File: src/led_sink_pkg.sv
`default_nettype none
package led_sink_pkg;
	localparam int unsigned CHANNELS    = 16;
	localparam int unsigned CLK_MHZ     = 50;
	localparam int unsigned SCLK_MAX_MHZ = 50;
	// output enable low time needed for fault evaluation, in ns
	localparam int unsigned TESTING_NS  = 2000;
	localparam int unsigned TESTING_CYC = (TESTING_NS * CLK_MHZ) / 1000;
	localparam logic [CHANNELS-1:0] DATA_RESET = 16'h0000;

	typedef enum logic [2:0] {
		SEL_OVERTEMP,
		SEL_OPEN,
		SEL_SHORT,
		SEL_LOWCUR,
		SEL_SHUTDOWN
	} diag_sel_e;

	// sampled pin levels
	typedef struct packed {
		logic sclk;
		logic serial_in;
		logic load_strobe;
		logic sink_enable_low;
	} pins_s;

	// overtemp and per-channel sense results, 0 means fault
	typedef struct packed {
		logic                overtemp_ok;
		logic [CHANNELS-1:0] open_ok;
		logic [CHANNELS-1:0] short_ok;
	} sense_s;
endpackage
`default_nettype wire

File: src/led_sink_shift_latch_diag.sv
// Operation
// - each rising serial clock shifts in serial_in and moves bits toward serial_out.
// - in error mode rising serial clocks step the diagnostic selection instead.
// - sink_enable_low low lets sinks follow data; high turns all sinks off.
// - in normal mode serial_out lags serial_in by 8.5 serial clock cycles.
// - in global error mode serial_out carries flag while serial_in is high: 0 fault, 1 no fault; serial_in low gives 0.
// - separate data register holds shown pattern; shifting never disturbs outputs.
// - sixteen sinks, one data bit each; shift and data registers are 16 bits.
// - store overtemp, open and short results; global flag plus detailed reports.
// - low-current diagnostic mode drives only a small test current.
// - serial clock edges are sampled by the 50 MHz mclk, so shifting works only up to 25 MHz.
// - rising load strobe copies the shift register into the data register.
// - frames are most significant bit first.
// - rising load strobe with enable high enters error mode; clock must be low.
// - pulse count 0 temp, 1 open, 2 short, 3 low current, 4 shutdown by input.
`default_nettype none
module led_sink_shift_latch_diag #(
	parameter int unsigned CHANNELS = led_sink_pkg::CHANNELS
) (
	// clock and reset
	input  wire logic                mclk,
	input  wire logic                rst_n,
	// serial pins
	input  wire logic                sclk,
	input  wire logic                serial_in,
	output logic                     serial_out,
	// load and enable
	input  wire logic                load_strobe,
	input  wire logic                sink_enable_low,
	// analog sense results, low means fault
	input  wire logic                overtemp_ok,
	input  wire logic [CHANNELS-1:0] open_ok,
	input  wire logic [CHANNELS-1:0] short_ok,
	// sink controls
	output logic      [CHANNELS-1:0] sink_outputs,
	output logic                     low_current,
	output logic                     shutdown,
	// status
	output logic                     error_mode,
	output logic                     overtemp_flag,
	output logic                     open_load_flag,
	output logic                     short_load_flag,
	output logic                     testing_met
);
	led_sink_pkg::pins_s     pins;
	led_sink_pkg::diag_sel_e sel;
	logic [3:0]              rise;
	logic [3:0]              fall;
	logic [CHANNELS-1:0]     shift_reg;
	logic [CHANNELS-1:0]     data_reg;
	logic                    half_bit;
	logic [CHANNELS-1:0]     open_det;
	logic [CHANNELS-1:0]     short_det;
	logic                    temp_det;
	logic [15:0]             low_count;
	logic [CHANNELS-1:0]     open_seen;
	logic [CHANNELS-1:0]     short_seen;
	logic [CHANNELS-1:0]     next_sink_outputs;

	assign pins = '{sclk: sclk, serial_in: serial_in, load_strobe: load_strobe,
		sink_enable_low: sink_enable_low};

	edge_detect #(.WIDTH(4)) u_edges (
		.mclk  (mclk),
		.rst_n (rst_n),
		.level (pins),
		.rise  (rise),
		.fall  (fall)
	);

	wire sclk_rise   = rise[3];
	wire sclk_fall   = fall[3];
	wire load_rise   = rise[1];
	wire load_fall   = fall[1];
	wire enable_rise = rise[0];
	wire enter_error = load_rise && sink_enable_low && !sclk;
	wire sel_step    = error_mode && sclk_rise && (sel != led_sink_pkg::SEL_SHUTDOWN);
	// sinks under test: only lit channels can be evaluated
	wire [CHANNELS-1:0] lit = data_reg;
	wire global_flag = (sel == led_sink_pkg::SEL_OPEN)  ? open_load_flag :
		(sel == led_sink_pkg::SEL_SHORT) ? short_load_flag : overtemp_flag;
	wire [CHANNELS-1:0] report = (sel == led_sink_pkg::SEL_OPEN)  ? open_det :
		(sel == led_sink_pkg::SEL_SHORT) ? short_det : {CHANNELS{temp_det}};

	// serial shift register, msb first: bits move toward msb, serial_out taps bit CHANNELS/2
	always_ff @(posedge mclk or negedge rst_n)
	begin
		if (!rst_n)
			shift_reg <= led_sink_pkg::DATA_RESET;
		else if (error_mode && load_fall)
			shift_reg <= report;
		else if (sclk_rise && !error_mode)
			shift_reg <= {shift_reg[CHANNELS-2:0], serial_in};
	end

	// serial_out updates on falling sclk: half-cycle extra gives 8.5 cycle lag
	always_ff @(posedge mclk or negedge rst_n)
	begin
		if (!rst_n)
			half_bit <= 1'b0;
		else if (sclk_fall)
			half_bit <= shift_reg[CHANNELS/2];
	end

	always_ff @(posedge mclk or negedge rst_n)
	begin
		if (!rst_n)
			serial_out <= 1'b1;
		else if (error_mode)
			serial_out <= global_flag & serial_in;
		else
			serial_out <= half_bit;
	end

	// data register loads only on rising load strobe
	always_ff @(posedge mclk or negedge rst_n)
	begin
		if (!rst_n)
			data_reg <= led_sink_pkg::DATA_RESET;
		else if (load_rise && !error_mode)
			data_reg <= shift_reg;
	end

	// error mode entry and selection stepping
	always_ff @(posedge mclk or negedge rst_n)
	begin
		if (!rst_n)
		begin
			error_mode <= 1'b0;
			sel        <= led_sink_pkg::SEL_OVERTEMP;
		end
		else if (enter_error)
		begin
			error_mode <= 1'b1;
			sel        <= led_sink_pkg::SEL_OVERTEMP;
		end
		else if (error_mode && load_fall)
			error_mode <= 1'b0;
		else if (sel_step)
			sel <= led_sink_pkg::diag_sel_e'(sel + 3'h1);
	end

	// shutdown chosen by serial_in when fourth pulse selects it
	always_ff @(posedge mclk or negedge rst_n)
	begin
		if (!rst_n)
			shutdown <= 1'b0;
		else if (error_mode && sel == led_sink_pkg::SEL_SHUTDOWN)
			shutdown <= !serial_in;
	end

	always_ff @(posedge mclk or negedge rst_n)
	begin
		if (!rst_n)
			low_current <= 1'b0;
		else if (error_mode && sel == led_sink_pkg::SEL_LOWCUR)
			low_current <= 1'b1;
		else if (!error_mode && load_rise)
			low_current <= 1'b0;
	end

	// measure enable low time for fault evaluation
	always_ff @(posedge mclk or negedge rst_n)
	begin
		if (!rst_n)
			low_count <= 16'h0000;
		else if (sink_enable_low)
			low_count <= 16'h0000;
		else if (low_count < 16'(led_sink_pkg::TESTING_CYC))
			low_count <= low_count + 16'h0001;
	end

	assign testing_met = (low_count >= 16'(led_sink_pkg::TESTING_CYC));

	// fault capture on rising enable, untested channels read as good
	always_ff @(posedge mclk or negedge rst_n)
	begin
		if (!rst_n)
		begin
			open_det        <= '1;
			short_det       <= '1;
			temp_det        <= 1'b1;
			overtemp_flag   <= 1'b1;
			open_load_flag  <= 1'b1;
			short_load_flag <= 1'b1;
		end
		else if (error_mode && enable_rise)
		begin
			open_det        <= open_seen;
			short_det       <= short_seen;
			temp_det        <= overtemp_ok;
			overtemp_flag   <= overtemp_ok;
			open_load_flag  <= &open_seen;
			short_load_flag <= &short_seen;
		end
	end

	// per-channel gating: a sink conducts only when its data bit is set,
	// the enable is low and the device is awake
	generate
		for (genvar ch = 0; ch < CHANNELS; ch++)
		begin : g_channel
			assign next_sink_outputs[ch] = data_reg[ch] && !sink_enable_low && !shutdown;
			// an unlit sink cannot be judged, so it reads as good
			assign open_seen[ch]  = open_ok[ch] || !lit[ch];
			assign short_seen[ch] = short_ok[ch] || !lit[ch];
		end
	endgenerate

	// sinks come from flip-flops so enable edges never glitch them
	always_ff @(posedge mclk or negedge rst_n)
	begin
		if (!rst_n)
			sink_outputs <= '0;
		else
			sink_outputs <= next_sink_outputs;
	end
endmodule // led_sink_shift_latch_diag
`default_nettype wire

File: src/edge_detect.sv
`default_nettype none
module edge_detect #(
	parameter int unsigned WIDTH = 4
) (
	// clock and reset
	input  wire logic             mclk,
	input  wire logic             rst_n,
	// sampled levels
	input  wire logic [WIDTH-1:0] level,
	// edge strobes
	output logic      [WIDTH-1:0] rise,
	output logic      [WIDTH-1:0] fall
);
	logic [WIDTH-1:0] prev;

	always_ff @(posedge mclk or negedge rst_n)
	begin
		if (!rst_n)
			prev <= '0;
		else
			prev <= level;
	end

	assign rise = level & ~prev;
	assign fall = ~level & prev;
endmodule // edge_detect
`default_nettype wire

File: config.mk
export PLATFORM = sky130hd
export DESIGN_NAME = led_sink_shift_latch_diag
export DESIGN_NICKNAME = d
export VERILOG_FILES = /design/src/led_sink_pkg.sv /design/src/led_sink_shift_latch_diag.sv /design/src/edge_detect.sv
export SDC_FILE = /design/constraint.sdc
export NUM_CORES = 1
export LEC_CHECK = 0
export ABC_CLOCK_PERIOD_IN_PS = 2500
export BUFFER_PORTS_ARGS = -buffer_cell sky130_fd_sc_hd__buf_4
export CAP_MARGIN = 20
export CORE_AREA = 2 2 113 115
export DETAILED_ROUTE_END_ITERATION = 10
export DIE_AREA = 0 0 115 117
export PLACE_DENSITY_LB_ADDON = 0.1
export REMOVE_ABC_BUFFERS = 1
export SYNTH_ARGS = -nofsm -noshare
export SYNTH_HDL_FRONTEND = slang
export SYNTH_SLANG_ARGS = --single-unit
File: constraint.sdc
create_clock -name mclk -period 2.5 [get_ports mclk]
set_clock_uncertainty 0.1 [all_clocks]
set_input_delay 0.125 -clock mclk [delete_from_list [all_inputs] [get_ports mclk]]
set_output_delay 0.125 -clock mclk [all_outputs]
set_load 0.03 [all_outputs]
# Word-level counts from Yosys, hierarchy flattened
# Index checks and enable logic that the tools add are counted.
[word_totals]
regBits = 111
in_bits = 39
wordCells = 150
[classes]
n_addsub = 2
order_cmp = 2
n_eq_ne = 6
n_mux = 16
bitwise = 5
reduce_logical = 103
[op_table]
columns = ["operator", "count"]
rows = [
  ["$mux W16", 6],
  ["$logic_and A1 B1 Y1", 42],
  ["$logic_or A1 B1 Y1", 32],
  ["$reduce_and A16 Y1", 2],
  ["$logic_not A1 Y1", 21],
  ["$add A16 B1 Y16 const B", 1],
  ["$ge A16 B7 Y1 const B", 1],
  ["$lt A16 B7 Y1 const B", 1],
  ["$reduce_bool A2 Y1", 5],
  ["$mux W3", 3],
  ["$and A4 B4 Y4", 2],
  ["$not A4 Y4", 2],
  ["$mux W1", 7],
  ["$eq A3 B2 Y1 const B", 2],
  ["$add A3 B1 Y3 const B", 1],
  ["$eq A3 B1 Y1 const B", 1],
  ["$eq A3 B3 Y1 const B", 1],
  ["$ne A3 B3 Y1 const B", 1],
  ["$ne A2 B2 Y1 const B", 1],
  ["$reduce_and A2 Y1", 1],
  ["$and A1 B1 Y1", 1],
]

# Depth between registers and ports, before layout
[logic_depth]
word_depth = 7
ltp_mapped = 8
ltp_nobuf = 6

# Cells and area by module
# Synthesis repeated with hierarchy kept, for this count alone.
[unflattened]
cells_unflattened = 455
area_unflattened_um2 = 4853.4
[modules_own_cells]
columns = ["mod", "instances", "cells_per_inst", "area_per_inst_um2", "seq_area_each_um2"]
rows = [
  ["led_sink_shift_latch_diag", 1, 443, 4683.2, 2722.6],
  ["edge_detect", 1, 12, 170.2, 100.1],
]

# Worst setup path after synthesis
# OpenSTA, ideal clock, no wires.
[synth_timing]
kind = "reg2reg"
from = "reg error_mode"
to = "reg data_reg[10]"
t_arrival_ps = 1667
required_time_ps = 2275
path_slack_ps = 608
path_stages_with_launch = 5
synth_period_minus_slack_ps = 1892
path_cell_list = "dfrtp_1 buf_2 nor3b_2 buf_4 mux2_2"
[synth_between]
elab_chain_len = 2
[synth_rtl]
columns = ["item", "line", "rtl"]
rows = [
  ["start: declaration", "led_sink_shift_latch_diag.sv:39", "output logic error_mode,"],
  ["start signal: assignment", "led_sink_shift_latch_diag.sv:129", "error_mode <= 1'b0;"],
  ["start signal: assignment", "led_sink_shift_latch_diag.sv:134", "error_mode <= 1'b1;"],
  ["start signal: assignment", "led_sink_shift_latch_diag.sv:138", "error_mode <= 1'b0;"],
  ["$logic_not A1 Y1", "led_sink_shift_latch_diag.sv:120", "else if (load_rise && !error_mode)"],
  ["$logic_and A1 B1 Y1", "led_sink_shift_latch_diag.sv:120", ""],
  ["end signal: assignment", "led_sink_shift_latch_diag.sv:119", "data_reg <= led_sink_pkg::DATA_RESET;"],
  ["end signal: assignment", "led_sink_shift_latch_diag.sv:121", "data_reg <= shift_reg;"],
  ["end: declaration", "led_sink_shift_latch_diag.sv:50", "logic [CHANNELS-1:0] data_reg;"],
]
# Every way passes these cells.
# A chain may end at the register's enable or synchronous reset.

# Final worst setup path
[layout_timing]
from = "reg low_count[4]"
to = "reg low_count[3]"
[layout_between]
elab_chain_len = 2
[layout_rtl]
columns = ["item", "line", "rtl"]
rows = [
  ["start: declaration", "led_sink_shift_latch_diag.sv:55", "logic [15:0] low_count;"],
  ["start signal: assignment", "led_sink_shift_latch_diag.sv:170", "low_count <= low_count + 16'h0001;"],
  ["$lt A16 B7 Y1", "led_sink_shift_latch_diag.sv:169", "else if (low_count < 16'(led_sink_pkg::TESTING_CYC))"],
  ["$reduce_bool A2 Y1 (no source line)", "n/a", ""],
]
# Every way passes these cells.

==> metrics.md <==
| Metric | Value |
|---|---|
| Met2 routed wirelength | 5.15 mm |
| Initial Utilization | 39.0% |
| CP required | 2.67 ns |
| FF-to-FF setup slack | 0.45 ns |
| DRT iter0 DRCs | roughly 140 |
| Row cnt | 41 |
| Net switching power | about 2300 uW |
| Gr usage total | 17.7% |
| Final setup viols | 0 |
| Die width | roughly 120 um |
| Slew Limit Fails | 0 |
| Share of layout cells above drive strength 1 | 29.7% |
| Fmax | 0.487 GHz |
| Die Y-Extent | 117 um |
| Internal power | 4700 uW |
| Average wire per standard cell | 16.1 um |
| Worst setup margin | 0.446 ns |
| Fraction of registers with async set/reset | 100% |
| Clock Tree Root | clkbuf_16 |
| Most frequent cells in the layout | 74 x dfrtp_1, 68 x buf_4, 42 x nor2b_1 |
| HPWL Detailed | roughly 7.1 mm |
| Clock sink count | 110 |
| Grt ovf | 0 |
| Clock tree buffer depth | 2 |
| Post-Route Setup TNS | 0 ns |
| Nets | 579 |
| Critical path cell sequence | o311ai_1 > nand4_1 > or3_2 > a21oi_1 |
| Pre-CTS setup slack | 0.466 ns |
| Filler cells | 1,157 |
| Status | completed |
| Num CTS Buffers | 9 |
| Slew Limit Headroom | 52.2% |
| Area Growth Syn to Fin | 26.9% |
| Synth warn | 0 |
| Part of the Yosys area used for sequential elements | 58.3% |
| CTS tree | done |
| DR vias | ~3.4k |
| Combinational power share | between 30% and 40% |
| CP max stage cell | or3_2 |
| Register share of total power | 44.0% |
| Met3 Wirelength | 395 um |
| Top routing layer used | met4 |
| Pre-antenna DRT Iters | 4 |
| Hold buffer count at cts | 34 |
| Critical path endpoint category | flop |
| Hold Path Cell Cnt | 3 |
| Worst reg2reg startpoint | low_count[4] |
| Crit Path Class | flop to flop |
| RSZ-0062 raised after global routing | no |
| Vias in the first global route | 3,450 |
| Yosys cell types | around 40 |
| Ports | 63 |
| DRC violation count after routing | 0 |
| Gpl congestion | about 0.76 |
| Via/cell ratio | approximately 5 |
| Post-CTS setup buffers | 0 |
| Final count of hold timing violations | 0 |
| Cell family with most CP delay | simple AND/OR/NAND/NOR gates |
| CTS HTree Levels | 3 |
| Synthesized cell area | 4800 um2 |
| First-pass GRT wire length | 18.0 mm |
| Port Buffer Count | 62 |
| Syn Inst Count | about 440 |
| Worst path max stage delay | 0.58 ns |
| Post-synth EDFFs | 0 |
| CP bufs+invs | 0 |
| Synth top area share | 38.6% |
| CP arrival | 2.22 ns |
| Pwr dens | 1150 nW/um2 |
| Final wirelength | 11.1 mm |
| Core area | 12,300 um2 |
| Hold_sp | short_ok[7] |
| Commonest non-fill, non-tap cell in the layout | dfrtp_1 |
| Clock share of power | 23.8% |
| Antenna-violating nets left | 0 |
| PostCTS Resize Cnt | 0 |
| Initial antenna violation count | 0 |
| Critical path fanouts, max | 12 |
| Min cycle time layout | between 2 and 2.5 ns |
| Ant diodes | 0 |
| Switching Fraction | about a third |
| Met1 Wirelength | 5.34 mm |
| Clk_lat worst skew | 0.35 ns |
| Max_cap viols | 0 |
| Layout Utilization | between 40% and 50% |
| Ys flop type | dfrtp_1 |
| Final Cycle Share | between 80% and 90% |
| Final hold slack | 0.00162 ns |
| Mapped Avg Cell Area | approximately 11 um2 |
| Peak VDD IR | 0.440 mV |
| DIE AREA | between 10,000 and 15,000 um2 |
| Synth top area cells | dfrtp_1 39%, dfstp_2 20%, nor2b_1 5.5%, mux2_2 4.5%, o21ai_0 4.3% |
| CP Launch Type | flop |
| Largest net degree at the start of global routing | 80 |
| Worst Hold Endpoint | short_det[7] |
| Yosys reg bits | 110 |
| Worst R2R Path Depth | 4 |
| Reg-to-reg endpoint | low_count[3] |
| Clock-pin slew on the worst setup and hold paths | 0.07 ns |
| Largest area contributor in the netlist | dfrtp_1 |
| Worst min path class | input pin to flop |
| Worst-Margin Slew | 0.717 ns |
| P_leak | ~0.0026 uW |
layer usage:
| layer | vias to the layer above | GRT usage, % |
|---|---|---|
| li1 | 1704 | - |
| met1 | 1661 | 24.7 |
| met2 | 64 | 27.8 |
| met3 | 13 | 2.99 |
| met4 | 0 | 6.75 |
| met5 | - | 0 |
stage by stage:
step	total power (uW)	instances	cell area (um2)
6_report	6990	688	6090
5_1_grt	7480	688	6090
4_1_cts	7060	688	6090
3_5_place_dp	5330	638	5400
3_3_place_gp	5290	638	5400
2_1_floorplan	4510	418	4660
synth_stat cells, types with 2 or more instances:
| cell | count |
|---|---|
| dfrtp_1 | 74 |
| nor2b_1 | 42 |
| o21ai_0 | 41 |
| nand2_1 | 40 |
| dfstp_2 | 36 |
| a21oi_1 | 22 |
| nor2_1 | 22 |
| nand3_1 | 20 |
| mux2_2 | 19 |
| a31o_2 | 16 |
| and2_1 | 16 |
| o22ai_1 | 16 |
| clkbuf_1 | 13 |
| nor4_1 | 9 |
| inv_1 | 8 |
| buf_2 | 7 |
| ha_1 | 7 |
| nand4_1 | 4 |
| or3_1 | 3 |
| buf_4 | 2 |
| buf_6 | 2 |
| mux2i_1 | 2 |
| nand2b_1 | 2 |
| nand3b_1 | 2 |
| or3_2 | 2 |
| xnor2_1 | 2 |
tightest hold or removal path: cells and delay by family:
family / cells / cell delay [ns]
AOI/OAI and AO/OA: 1 / 0.15
buffers and inverters: 1 / 0.08
and+or+nand+nor: 1 / 0.06
cell families (layout without fill, tap and decap cells):
family | Yosys count | in the layout | share of synthesized area (%)
AOI/OAI and AO/OA | 99 | 99 | 12.1
xor gates and xnor gates | 2 | 2 | 0.365
adders and majority gates | 7 | 7 | 1.82
buffers and inverters | 35 | 129 | 3.60
DFF | 110 | 110 | 58.3
muxes | 21 | 21 | 4.87
and+or+nand+nor | 170 | 170 | 18.9
worst max path at each step:
stage | startpoint | end | cells past startpoint
after floorplan | error_mode | temp_det | 2
after global placement | error_mode | shift_reg[13] | 4
after detailed placement | low_count[2] | low_count[3] | 4
after CTS | low_count[4] | low_count[3] | 4
after global routing | low_count[2] | low_count[3] | 4
final | low_count[4] | low_count[3] | 4
cell type report:
type                    instances  area (um2)  share of cell area (%)
repair buffers                104         891                    14.6
inverters                       9        33.8                   0.555
flip-flops and latches        110        2800                    45.9
multi-input cells             299        1830                    30.1
well taps                     150         188                    3.08
clock inverters                 3        90.1                    1.48
clock buffers                  13         260                    4.27
power groups by stage:
stage / logic, uW / registers (uW) / clock network, uW
after floorplan: 1350 / 3160 / 0
after global placement: 2190 / 3090 / 0
after global routing: 2520 / 3180 / 1780
after detailed placement: 2230 / 3100 / 0
final: 2250 / 3080 / 1670
after CTS: 2280 / 3080 / 1700
No activity file was read; power rests on OpenSTA's default activity.
